--- src/rtl/uv_pickup_pkg.sv ---
// Overview of operation
// - stage works on fundamental magnitudes refreshed every 5 ms update tick
// - quantity selector: line-line, phase-earth, channel 3, channel 4; default line-line
// - line or phase sets use three channels, two in two-line-two-aux mode
// - channel 4 always tracked; channel 3 only in two-line-two-aux mode
// - forced status normal/start/trip/blocked, effective only with forcing enabled
// - selector and forced status are static, untouched by setting group change
// - ratio of magnitude to threshold computed each update for three voltages
// - pick-up releases only when all voltages recover past 103 % threshold
// - one common threshold; any voltage falling below it picks up
// - threshold 0.00 to 120.00 % of nominal, 0.01 % step, default 60 %
// - pick-up and timing from active group, switched without stopping
// - block level 0.00 to 100.00 % of nominal, default 10 %, zero disables
// - voltage below non-zero block level marks network dead, no trip
// - dead-network block held until all voltages rise above threshold
// - expected operating time in 5 ms steps, inverse mode follows voltage
// - signed time remaining to trip shown while fault is timed
// - per-voltage ratio to threshold shown with 0.01 resolution
// - ratio of lowest voltage to threshold shown with per-voltage ratios
// - thresholds shown in primary volts, 0.1 V resolution, via scaling
// - external block active at pick-up gives blocked instead of start
// - zero delay trips together with start, instant stage
package uv_pickup_pkg;

	// ----------------------------------------------------------------
	// widths and scaling
	// ----------------------------------------------------------------
	localparam int MAG_W           = 16;
	localparam int TIME_W          = 20;
	localparam int RATIO_W         = 17;
	localparam int DIV_W           = 24;
	localparam int KDIAL_W         = 14;
	localparam int TICK_MS         = 5;
	localparam int K_STEP_MS       = 10;
	localparam int K_TO_TICKS      = K_STEP_MS / TICK_MS;
	localparam int RATIO_SCALE     = 100;
	localparam int RESET_RATIO_PCT = 103;
	localparam int PRIM_DIV        = 10000;

	// ----------------------------------------------------------------
	// reset values and limits
	// ----------------------------------------------------------------
	localparam logic [MAG_W-1:0]   PICKUP_RST     = 16'h1770;
	localparam logic [MAG_W-1:0]   BLOCK_RST      = 16'h03E8;
	localparam logic [TIME_W-1:0]  DELAY_RST      = 20'h0_0008;
	localparam logic [KDIAL_W-1:0] KDIAL_RST      = 14'h0005;
	localparam logic [MAG_W-1:0]   PRIM_SCALE_RST = 16'h0064;
	localparam logic [MAG_W-1:0]   MAG_NONE       = 16'hFFFF;
	localparam logic [TIME_W-1:0]  TIME_MAX       = 20'hF_FFFF;
	localparam logic [RATIO_W-1:0] RATIO_MAX      = 17'h1_FFFF;
	localparam logic [4:0]         DIV_LAST       = 5'h17;
	localparam logic [1:0]         DIV_INVERSE_TIME_MODE       = 2'h3;

	// ----------------------------------------------------------------
	// register map
	// ----------------------------------------------------------------
	localparam logic [11:0] ADDR_CTRL        = 12'h000;
	localparam logic [11:0] ADDR_STATUS      = 12'h004;
	localparam logic [11:0] ADDR_RATIO_A     = 12'h008;
	localparam logic [11:0] ADDR_RATIO_B     = 12'h00C;
	localparam logic [11:0] ADDR_RATIO_C     = 12'h010;
	localparam logic [11:0] ADDR_RATIO_MIN   = 12'h014;
	localparam logic [11:0] ADDR_EXPECTED    = 12'h018;
	localparam logic [11:0] ADDR_REMAIN      = 12'h01C;
	localparam logic [11:0] ADDR_PRIM_PICKUP = 12'h020;
	localparam logic [11:0] ADDR_PRIM_BLOCK  = 12'h024;
	localparam logic [11:0] ADDR_PRIM_SCALE  = 12'h028;
	localparam logic [6:0]  GRP_REGION       = 7'h02;
	localparam logic [1:0]  GRP_PICKUP       = 2'h0;
	localparam logic [1:0]  GRP_BLOCK        = 2'h1;
	localparam logic [1:0]  GRP_DELAY        = 2'h2;
	localparam logic [1:0]  GRP_TIMING       = 2'h3;
	localparam int          INVERSE_TIME_MODE_BIT         = 16;

	// ----------------------------------------------------------------
	// types
	// ----------------------------------------------------------------
	typedef enum logic [1:0] {QTY_LINE, QTY_PHASE, QTY_AUX3, QTY_AUX4} quantity_e;
	typedef enum logic [1:0] {FORCE_NORMAL, FORCE_START, FORCE_TRIP, FORCE_BLOCKED} forced_e;
	typedef enum logic {DIV_IDLE, DIV_RUN} divPhase_e;

	typedef struct packed {
		logic [MAG_W-1:0] l12;
		logic [MAG_W-1:0] l23;
		logic [MAG_W-1:0] l31;
		logic [MAG_W-1:0] l1;
		logic [MAG_W-1:0] l2;
		logic [MAG_W-1:0] l3;
		logic [MAG_W-1:0] ch3;
		logic [MAG_W-1:0] ch4;
	} measIn_s;

	typedef struct packed {
		logic      group;
		logic      forceEn;
		forced_e   forced;
		logic      twoLineTwoAux;
		quantity_e qty;
	} ctrl_s;

	typedef struct packed {
		logic               inverse_time_mode;
		logic [KDIAL_W-1:0] kDial;
		logic [TIME_W-1:0]  delay;
		logic [MAG_W-1:0]   block;
		logic [MAG_W-1:0]   pickup;
	} groupSet_s;

	typedef struct packed {
		logic start;
		logic trip;
		logic blocked;
	} stageOut_s;

	typedef struct packed {
		ctrl_s                        ctrl;
		groupSet_s [1:0]              grp;
		logic [MAG_W-1:0]             primScale;
		logic                         syncA;
		logic                         syncB;
		logic [2:0][MAG_W-1:0]        snap;
		logic                         evalPend;
		logic                         pickup;
		logic                         deEnergized;
		stageOut_s                    stage;
		stageOut_s                    out;
		logic [TIME_W-1:0]            elapsed;
		logic [TIME_W-1:0]            expected;
		logic [3:0][RATIO_W-1:0]      ratio;
		divPhase_e                    divPhase;
		logic [1:0]                   divIdx;
		logic [4:0]                   divCnt;
		logic [DIV_W-1:0]             divRem;
		logic [DIV_W-1:0]             divQuo;
		logic [MAG_W-1:0]             divDen;
		logic                         pready;
		logic                         pslverr;
		logic [31:0]                  prdata;
	} state_s;

endpackage

--- src/rtl/uv_pickup_block.sv ---
module uv_pickup_block
	import uv_pickup_pkg::*;
(
	input  wire logic        clk,
	input  wire logic        rstn,
	input  wire logic        psel,
	input  wire logic        penable,
	input  wire logic        pwrite,
	input  wire logic [11:0] paddr,
	input  wire logic [31:0] pwdata,
	output logic      [31:0] prdata,
	output logic             pready,
	output logic             pslverr,
	input  wire measIn_s     meas,
	input  wire logic        measTick,
	input  wire logic        extBlock,
	output stageOut_s        stageOut
);

	// ----------------------------------------------------------------
	// helpers
	// ----------------------------------------------------------------
	function automatic logic [2*DIV_W-1:0] divStep(
		input logic [DIV_W-1:0] rem,
		input logic [DIV_W-1:0] quo,
		input logic [MAG_W-1:0] den
	);
		logic [DIV_W-1:0] sh;
		sh = {rem[DIV_W-2:0], quo[DIV_W-1]};
		if (sh >= DIV_W'(den)) begin
			return {sh - DIV_W'(den), quo[DIV_W-2:0], 1'b1};
		end
		return {sh, quo[DIV_W-2:0], 1'b0};
	endfunction

	// numerator and divisor for one of the four divisions of a tick
	function automatic logic [DIV_W+MAG_W-1:0] divOperands(
		input logic [1:0]            idx,
		input logic [2:0][MAG_W-1:0] snap,
		input groupSet_s             g,
		input logic [RATIO_W-1:0]    rMin
	);
		logic [31:0]      wide;
		logic [MAG_W-1:0] den;
		wide = 32'h0000_0000;
		den  = g.pickup;
		if (idx == DIV_INVERSE_TIME_MODE) begin
			wide = 32'(g.kDial) * K_TO_TICKS * RATIO_SCALE;
			den  = MAG_W'(RATIO_SCALE - 32'(rMin));
		end else begin
			wide = 32'(snap[idx]) * RATIO_SCALE;
		end
		return {wide[DIV_W-1:0], den};
	endfunction

	function automatic logic [RATIO_W-1:0] minOf(
		input logic [RATIO_W-1:0] a,
		input logic [RATIO_W-1:0] b
	);
		return (a < b) ? a : b;
	endfunction

	// ----------------------------------------------------------------
	// state
	// ----------------------------------------------------------------
	state_s                q;
	state_s                d;
	groupSet_s             g;
	logic [RATIO_W-1:0]    relLevel;
	logic                  anyBelow;
	logic                  allAboveRel;
	logic                  anyBelowBlk;
	logic                  allAbovePick;
	logic                  pickNext;
	logic                  deNext;
	logic                  access;
	logic                  ctrlWrite;
	logic [2*DIV_W-1:0]    stepOut;
	logic [DIV_W+MAG_W-1:0] ops;
	logic [TIME_W:0]       remain;
	logic [31:0]           rd;
	logic [31:0]           primPick;
	logic [31:0]           primBlk;
	logic [2:0][MAG_W-1:0] sel;

	// both groups start from the same settings
	localparam groupSet_s GRP_DEFAULT = '{inverse_time_mode: 1'b0, kDial: KDIAL_RST, delay: DELAY_RST,
		block: BLOCK_RST, pickup: PICKUP_RST};

	always_comb begin
		d       = q;
		g       = q.grp[q.ctrl.group];
		d.pready  = 1'b0;
		d.pslverr = 1'b0;
		d.evalPend = 1'b0;
		d.syncA = extBlock;
		d.syncB = q.syncA;
		access    = psel && penable && q.pready;
		ctrlWrite = access && pwrite && (paddr == ADDR_CTRL);
		remain    = {1'b0, q.expected} - {1'b0, q.elapsed};
		primPick  = (32'(g.pickup) * 32'(q.primScale)) / PRIM_DIV;
		primBlk   = (32'(g.block) * 32'(q.primScale)) / PRIM_DIV;
		stepOut   = '0;
		ops       = '0;

		// ------------------------------------------------------------
		// apb slave, one wait state
		// ------------------------------------------------------------
		rd = 32'h0000_0000;
		case (paddr)
			ADDR_CTRL:        rd = 32'(q.ctrl);
			ADDR_STATUS:      rd = 32'({q.syncB, q.deEnergized, q.pickup, q.out});
			ADDR_RATIO_A:     rd = 32'(q.ratio[0]);
			ADDR_RATIO_B:     rd = 32'(q.ratio[1]);
			ADDR_RATIO_C:     rd = 32'(q.ratio[2]);
			ADDR_RATIO_MIN:   rd = 32'(q.ratio[3]);
			ADDR_EXPECTED:    rd = 32'(q.expected);
			ADDR_REMAIN:      rd = {{(32-TIME_W-1){remain[TIME_W]}}, remain};
			ADDR_PRIM_PICKUP: rd = primPick;
			ADDR_PRIM_BLOCK:  rd = primBlk;
			ADDR_PRIM_SCALE:  rd = 32'(q.primScale);
			default: begin
				if (paddr[11:5] == GRP_REGION) begin
					case (paddr[3:2])
						GRP_PICKUP: rd = 32'(q.grp[paddr[4]].pickup);
						GRP_BLOCK:  rd = 32'(q.grp[paddr[4]].block);
						GRP_DELAY:  rd = 32'(q.grp[paddr[4]].delay);
						default:    rd = 32'({q.grp[paddr[4]].inverse_time_mode, 2'b00, q.grp[paddr[4]].kDial});
					endcase
				end
			end
		endcase
		if (psel && penable && !q.pready) begin
			d.pready  = 1'b1;
			d.prdata  = rd;
			d.pslverr = !((paddr <= ADDR_PRIM_SCALE && paddr[1:0] == 2'b00)
				|| (paddr[11:5] == GRP_REGION && paddr[1:0] == 2'b00));
		end
		if (access && pwrite) begin
			case (paddr)
				ADDR_CTRL:       d.ctrl = ctrl_s'(pwdata[$bits(ctrl_s)-1:0]);
				ADDR_PRIM_SCALE: d.primScale = pwdata[MAG_W-1:0];
				default: begin
					if (paddr[11:5] == GRP_REGION) begin
						case (paddr[3:2])
							GRP_PICKUP: d.grp[paddr[4]].pickup = pwdata[MAG_W-1:0];
							GRP_BLOCK:  d.grp[paddr[4]].block  = pwdata[MAG_W-1:0];
							GRP_DELAY:  d.grp[paddr[4]].delay  = pwdata[TIME_W-1:0];
							default: begin
								d.grp[paddr[4]].kDial = pwdata[KDIAL_W-1:0];
								d.grp[paddr[4]].inverse_time_mode  = pwdata[INVERSE_TIME_MODE_BIT];
							end
						endcase
					end
				end
			endcase
		end

		// ------------------------------------------------------------
		// input selection and snapshot
		// ------------------------------------------------------------
		// two-channel sets repeat the second channel
		case (q.ctrl.qty)
			QTY_LINE: sel = q.ctrl.twoLineTwoAux ? {meas.l23, meas.l23, meas.l12}
				: {meas.l31, meas.l23, meas.l12};
			QTY_PHASE: sel = q.ctrl.twoLineTwoAux ? {meas.l2, meas.l2, meas.l1}
				: {meas.l3, meas.l2, meas.l1};
			// channel 3 only in two-line-two-aux mode
			QTY_AUX3: sel = q.ctrl.twoLineTwoAux ? {3{meas.ch3}} : {3{MAG_NONE}};
			default:  sel = {3{meas.ch4}};
		endcase
		if (measTick) begin
			d.snap     = sel;
			d.evalPend = 1'b1;
		end

		// ------------------------------------------------------------
		// comparisons on the snapshot
		// ------------------------------------------------------------
		relLevel     = RATIO_W'((32'(g.pickup) * RESET_RATIO_PCT) / RATIO_SCALE);
		anyBelow     = 1'b0;
		allAboveRel  = 1'b1;
		anyBelowBlk  = 1'b0;
		allAbovePick = 1'b1;
		for (int i = 0; i < 3; i++) begin
			anyBelow     = anyBelow || (q.snap[i] < g.pickup);
			allAboveRel  = allAboveRel && (RATIO_W'(q.snap[i]) >= relLevel);
			anyBelowBlk  = anyBelowBlk || (q.snap[i] < g.block);
			allAbovePick = allAbovePick && (q.snap[i] > g.pickup);
		end
		pickNext = q.pickup ? !allAboveRel : anyBelow;
		if (g.block == '0) begin
			deNext = 1'b0;
		end else if (anyBelowBlk) begin
			deNext = 1'b1;
		end else begin
			deNext = allAbovePick ? 1'b0 : q.deEnergized;
		end

		// group switch takes effect at once
		if (!g.inverse_time_mode) begin
			d.expected = g.delay;
		end

		if (q.evalPend) begin
			d.pickup      = pickNext;
			d.deEnergized = deNext;
			if (!pickNext) begin
				d.stage   = '0;
				d.elapsed = '0;
			end else if (q.syncB || q.stage.blocked) begin
				d.stage   = '{start: 1'b0, trip: 1'b0, blocked: 1'b1};
				d.elapsed = '0;
			end else begin
				d.stage.start = 1'b1;
				if (q.stage.start && q.elapsed != TIME_MAX) begin
					d.elapsed = q.elapsed + 1'b1;
				end
				// zero delay trips with start, never when dead
				d.stage.trip = (d.elapsed >= d.expected) && !deNext;
			end
			ops        = divOperands(2'h0, q.snap, g, q.ratio[3]);
			d.divPhase = DIV_RUN;
			d.divIdx   = 2'h0;
			d.divCnt   = '0;
			d.divRem   = '0;
			d.divQuo   = ops[DIV_W+MAG_W-1:MAG_W];
			d.divDen   = ops[MAG_W-1:0];
		end else begin
			case (q.divPhase)
				DIV_RUN: begin
					stepOut  = divStep(q.divRem, q.divQuo, q.divDen);
					d.divRem = stepOut[2*DIV_W-1:DIV_W];
					d.divQuo = stepOut[DIV_W-1:0];
					d.divCnt = q.divCnt + 1'b1;
					if (q.divCnt == DIV_LAST) begin
						if (q.divIdx == DIV_INVERSE_TIME_MODE) begin
							if (g.inverse_time_mode) begin
								d.expected = (q.ratio[3] >= RATIO_W'(RATIO_SCALE)
									|| d.divQuo > DIV_W'(TIME_MAX)) ? TIME_MAX
									: d.divQuo[TIME_W-1:0];
							end
							d.divPhase = DIV_IDLE;
						end else begin
							d.ratio[q.divIdx] = (d.divQuo > DIV_W'(RATIO_MAX)) ? RATIO_MAX
								: d.divQuo[RATIO_W-1:0];
							if (q.divIdx == 2'h2) begin
								d.ratio[3] = minOf(minOf(d.ratio[0], d.ratio[1]), d.ratio[2]);
							end
							ops      = divOperands(q.divIdx + 1'b1, q.snap, g, d.ratio[3]);
							d.divIdx = q.divIdx + 1'b1;
							d.divCnt = '0;
							d.divRem = '0;
							d.divQuo = ops[DIV_W+MAG_W-1:MAG_W];
							d.divDen = ops[MAG_W-1:0];
						end
					end
				end
				default: d.divPhase = DIV_IDLE;
			endcase
		end

		if (q.ctrl.forceEn && q.ctrl.forced != FORCE_NORMAL) begin
			d.out = '{start: q.ctrl.forced == FORCE_START, trip: q.ctrl.forced == FORCE_TRIP,
				blocked: q.ctrl.forced == FORCE_BLOCKED};
		end else begin
			d.out = d.stage;
		end
	end

	always_ff @(posedge clk) begin
		if (!rstn) begin
			q               <= '0;
			q.ctrl.qty      <= QTY_LINE;
			q.ctrl.forced   <= FORCE_NORMAL;
			q.grp           <= {2{GRP_DEFAULT}};
			q.primScale     <= PRIM_SCALE_RST;
			q.divPhase      <= DIV_IDLE;
		end else begin
			q <= d;
		end
	end

	assign prdata   = q.prdata;
	assign pready   = q.pready;
	assign pslverr  = q.pslverr;
	assign stageOut = q.out;
endmodule // uv_pickup_block

--- config.mk ---
export PLATFORM = sky130hd
export DESIGN_NAME = uv_pickup_block
export DESIGN_NICKNAME = d
export VERILOG_FILES = /design/src/rtl/uv_pickup_pkg.sv /design/src/rtl/uv_pickup_block.sv
export SDC_FILE = /design/constraint.sdc
export NUM_CORES = 2
export LEC_CHECK = 0
export ABC_AREA = 1
export BUFFER_PORTS_ARGS = -buffer_cell sky130_fd_sc_hd__buf_2
export CAP_MARGIN = 20
export CORE_MARGIN = 2
export CORE_UTILIZATION = 25
export CTS_BUF_LIST = sky130_fd_sc_hd__clkbuf_4
export CTS_CLUSTER_DIAMETER = 150
export DETAILED_ROUTE_END_ITERATION = 16
export HOLD_SLACK_MARGIN = 0.02
export PLACE_DENSITY = 0.42
export SETUP_SLACK_MARGIN = 0.4
export SLEW_MARGIN = 15
export SYNTH_ARGS = -nofsm -noshare
export SYNTH_HDL_FRONTEND = slang
export SYNTH_SLANG_ARGS = --single-unit
--- constraint.sdc ---
create_clock -name clk -period 41.6 [get_ports clk]
set_clock_uncertainty 0.05 [all_clocks]
set_input_delay 6.24 -clock clk [delete_from_list [all_inputs] [get_ports clk]]
set_output_delay 6.24 -clock clk [all_outputs]
set_load 0.02 [all_outputs]
* Word level (Yosys, flattened, before mapping)
Cells that the tools add are included.
Storage, ports and cells: input port bits 179, word-level logic and storage cells 237, register bits 430
Operators by class: muxes and demuxes 79, multipliers 6, $add $sub $neg 6, equality and inequality tests 24, bitwise operators 4, div/mod/pow operators 3, reduce and logical (&&, ||, !) cells 43, $lt $le $gt $ge 26
Operators with widths (count):
- bitwise mux 134 bit | 5
- one-hot mux 134 bit (3 select lines) | 1
- one-hot mux 32 bit (11 select lines) | 1
- two-way mux 48 bit | 7
- demux 67 bit (select 1 bit) | 5
- two-way mux 67 bit | 5
- two-way mux 20 bit | 11
- two-way mux 88 bit | 2
- two-way mux 160 bit | 1
- two-way mux 17 bit | 9
- one-hot mux 48 bit (3 select lines) | 1
- two-way mux 71 bit | 2
- < comparator 16 bit | 6
- two-way mux 72 bit | 1
- bitwise mux 68 bit | 1
- two-way mux 68 bit | 1
- two-way mux 66 bit | 1
- divider 32 x 14 -> 32 bit (second input constant) | 2
- multiplier 16 x 16 -> 32 bit | 2
- one-hot mux 20 bit (3 select lines) | 1
- two-way mux 52 bit | 1
- >= comparator 16 x 17 -> 1 bit | 3
- == test 12 x 5 -> 1 bit (second input constant) | 4
- > comparator 16 bit | 3
- 51 further kinds | 115

* Logic depth before layout (Yosys ltp)
word-level depth 25, mapped depth 174, gate-level depth less buffers 168

* Least setup slack after synthesis
Ideal clock, no wire load.
kind input to register, start input paddr[1], end register q, in the netlist prdata[0], path slack 22.576 ns, setup time 0.070 ns, required time 41.480 ns, data arrival time 18.904 ns, path buffers 9, stages 124, cells stage by stage nor2_4 -> bufinv_16 -> nor2_8 -> inv_6 -> nor2_8 -> buf_12 -> nand3_2 -> nand2_2 -> nor2_4 -> nand2_4 -> nand3_4 -> nand2_4 -> nand2_2 -> nand2_1 -> nand2_2 -> nor2_2 -> nand2_2 -> o21ai_4 -> (+88 left out) -> a21oi_4 -> nand2_4 -> buf_12 -> nand2_2 -> nand2_2 -> nor2_1 -> nand2_4 -> nand3_2 -> nand2_2 -> nand2_1 -> nand2_2 -> nor2_2 -> nand4_1 -> nand2_1 -> nand2_1 -> nand2_1 -> nand2_1 -> a21oi_1
RTL lines:
- start, declared | line uv_pickup_block.sv:9 | input wire logic [11:0] paddr,
- end, declared | line uv_pickup_block.sv:66 | state_s q;

* Worst setup path in the final report
start register q[429] (netlist bit), end register q[208] (netlist bit)
On the way: word-level cells in the longest chain between the ends 10
RTL lines:
- two-way mux 67 bit (implied by the code) (*) (2 in a row) | line uv_pickup_block.sv:92 | g = q.grp[q.ctrl.group];
- multiplier 16 x 7 -> 23 bit | line uv_pickup_block.sv:180 | relLevel = RATIO_W'((32'(g.pickup) * RESET_RATIO_PCT) / RATIO_SCALE);
- divider 23 x 7 -> 32 bit | line uv_pickup_block.sv:180
- >= comparator 16 x 17 -> 1 bit | line uv_pickup_block.sv:187 | allAboveRel = allAboveRel && (RATIO_W'(q.snap[i]) >= relLevel);
- logical AND 1 bit (2 in a row) | line uv_pickup_block.sv:187
- zero test 1 bit | line uv_pickup_block.sv:191 | pickNext = q.pickup ? !allAboveRel : anyBelow;
- two-way mux 1 bit (*) | line uv_pickup_block.sv:191
- two-way mux 20 bit (*) | line uv_pickup_block.sv:208 | if (!pickNext) begin
Every way passes the cells marked *; elsewhere a longest branch is shown, timed or not. The select of a mux whose other input is x is not followed. A chain may end at the register's enable or synchronous reset.

==> metrics <==
P_int=0.000925 W; PnR Total Power=approximately 0.0018 W; max incr delay on CP=0.72 ns; Hold WS=roughly 0.41 ns; top-count cell post-synth=nand2_1; Antenna Nets Post-Route=0; total grt overflow=0; area delta synth->final=9.85%; Vias=a little over 60,000; power per cell area=roughly 27 nW/um2; Row Count=183; Die Span X=503 um; Comb pwr share=54.4%; Worst setup EP type=flop; CP startpoint kind=flop; DRT iter0 DRCs=4,092; Mapped Avg Cell Area=6.86 um2; Clk pwr share=21.4%; Fillers=27,555; CP most frequent cell=nand2_1; H-Tree Depth=3; Max Transition Viols Final=0; max capacitance violation total=0; first-pass GRT wire length=384,000 um; synth top area cells=fa_1 15%, dfxtp_1 13%, ha_1 13%, nand2_1 11%, inv_1 9.5%; Hold Vio Cnt, Final=0; Seq/Total Area, Yosys=13.5%; Initial Util=25.1%; Worst Hold Class=reg -> reg; Yosys reg bits=418; Worst Path Max Fanout=62; Yosys cell types=87; dominant cell type by area after synthesis=fa_1; Final Setup Violations=0; LEAKAGE=34.2 nW; post-layout min period=25.75 ns; Sw Share=49.5%; largest net degree at the start of global routing=between 60 and 70; dpl cells=12,372; Detail Placement HPWL=203,000 um; number of primary I/O pins=216; slowest stage cell, crit path=buf_4; total track usage=20.1%; drt first pass iters=5; Clock Sinks=418; EDFF count, synth=0; Least-Margin Pin Slew=about 1.1 ns; Max Freq=38.8 MHz; P_sw=0.000908 W; GP Congestion=0.904; Worst Path Required=42.49 ns; Synth Instances=around 9,000; Clock Latency Late Sink=roughly 1.1 ns; CTS resizes=0; status=completed; Routed WL=between 200,000 and 300,000 um; CTS tree=yes; Die Y=roughly 500 um; die area=253,000 um2; CTS max path bufs=3; clock buffer count from CTS=around 120; top cell type's share of synthesized area=between 10 and 15%; Post-synth ARST share=0%; Clock transition at path regs=0.07 ns; cts hold-fix bufs=0; register share of total power=24.1%; Setup Fix Bufs, Post-CTS=0; most frequent cells after synthesis=1,839 x nand2_1, 1,571 x inv_1, 792 x nor2_1; Setup TNS Final=0 ns; Final Cycle Share=between 60% and 70%; vias in the first global route=around 60,000; share of layout cells above drive strength 1=11.9%; Layout Nets=between 10,000 and 15,000; fin cells=around 13,000; RSZ-0062 raised after global routing=no; Max IR drop VDD=around 0.11 mV; Root Buffer=clkbuf_4; Port Buf Inserts=203; DRC errors left=0; core area=248,000 um2; commonest register cell after synthesis=dfxtp_1; Syn Nets=10,340; antenna violations before repair=21; Slew headroom=25.3%; Crit path arrival time=between 20 and 30 ns; routed length per instance=20.5 um; synthesized area=62,100 um2; routed vias/inst=4.82; worst setup path class=reg -> reg; Yosys warning total=0
==> layout make-up <==
type,instances,area (um2),area share [%]
repair buffers,339,2060,3.02
multi-input cells,6615,45800,67.2
well taps,3330,4170,6.11
clock buffers,148,1110,1.63
clock inverters,46,282,0.413
diodes,7,17.5,0.0257
inverters,1672,6400,9.38
flip-flops and latches,418,8370,12.3
==> metal layers <==
| layer | wire (um) | track usage (%) |
|---|---|---|
| met5 | 12 | 0 |
| met4 | 9520 | 6.78 |
| met3 | 13500 | 2.40 |
| met2 | 121000 | 34.4 |
| met1 | 113000 | 26.0 |
==> worst max-delay path, delay by kind of cell (launching register included) <==
kind                     cells  cell delay (ns)
buffers and inverters       26             5.48
flip-flops                   1             0.64
adder cells (fa/ha/maj)      6             2.40
AO/OA/AOI/OAI               25             5.16
XOR/XNOR                     2             0.37
AND/OR/NAND/NOR             93            11.35
==> placed cells by master, fill, tap and decap left out, types with 16 or more instances in the layout <==
cell	n
a211oi_1	43
a21oi_1	567
a221oi_1	109
a22o_1	17
a22oi_1	17
a31oi_1	78
buf_2	202
buf_4	134
clkbuf_4	148
clkinv_1	61
dfxtp_1	417
fa_1	457
ha_1	649
inv_1	1567
inv_2	56
nand2_1	1839
nand2_2	183
nand2_4	88
nand3_1	378
nand3_2	46
nand3b_1	19
nand4_1	88
nor2_1	784
nor2_2	53
nor2_4	32
nor3_1	52
nor4_1	16
o211ai_1	57
o21a_1	40
o21ai_0	557
o21ai_1	17
o21ai_2	23
o221ai_1	32
o22ai_1	34
or2_2	26
xnor2_1	51
xor2_1	102
==> kinds of logic after synthesis <==
| logic type | share of synthesized area (%) |
|---|---|
| adder cells (fa/ha/maj) | 27.8 |
| flip-flops | 13.5 |
| AO/OA/AOI/OAI | 16.3 |
| XOR/XNOR | 2.26 |
| buffers and inverters | 13.0 |
| AND/OR/NAND/NOR | 27.2 |
==> final timing paths <==
| check | from | endpoint | slack, ns | depth (start not counted) |
|---|---|---|---|---|
| hold reg to reg | prdata[16] | prdata[16] | 0.41 | 2 |
| hold / removal | prdata[16] | prdata[16] | 0.41 | 2 |
| setup / recovery | q[429] | q[208] | 15.85 | 152 |
| setup reg to reg | q[429] | q[208] | 15.85 | 152 |
==> stage by stage <==
step,area [um2],setup WS [ns],utilization (%)
2_1_floorplan,62100,22.58,-
3_3_place_gp,66800,16.17,26.9
3_5_place_dp,66800,15.99,26.9
4_1_cts,68200,15.90,27.5
5_1_grt,68200,12.65,27.5
6_report,68200,15.85,27.5
==> power by group through the flow <==
stage / Combinational (W) / Clock [W] / Sequential [W]
after floorplan: 0.000779 / 0 / 0.000439
after global placement: 0.000991 / 0 / 0.000451
after detailed placement: 0.000996 / 0 / 0.000451
after CTS: 0.00100 / 0.000408 / 0.000442
after global routing: 0.00114 / 0.000423 / 0.000443
final: 0.000998 / 0.000393 / 0.000442
No activity file was read; power rests on OpenSTA's default activity.
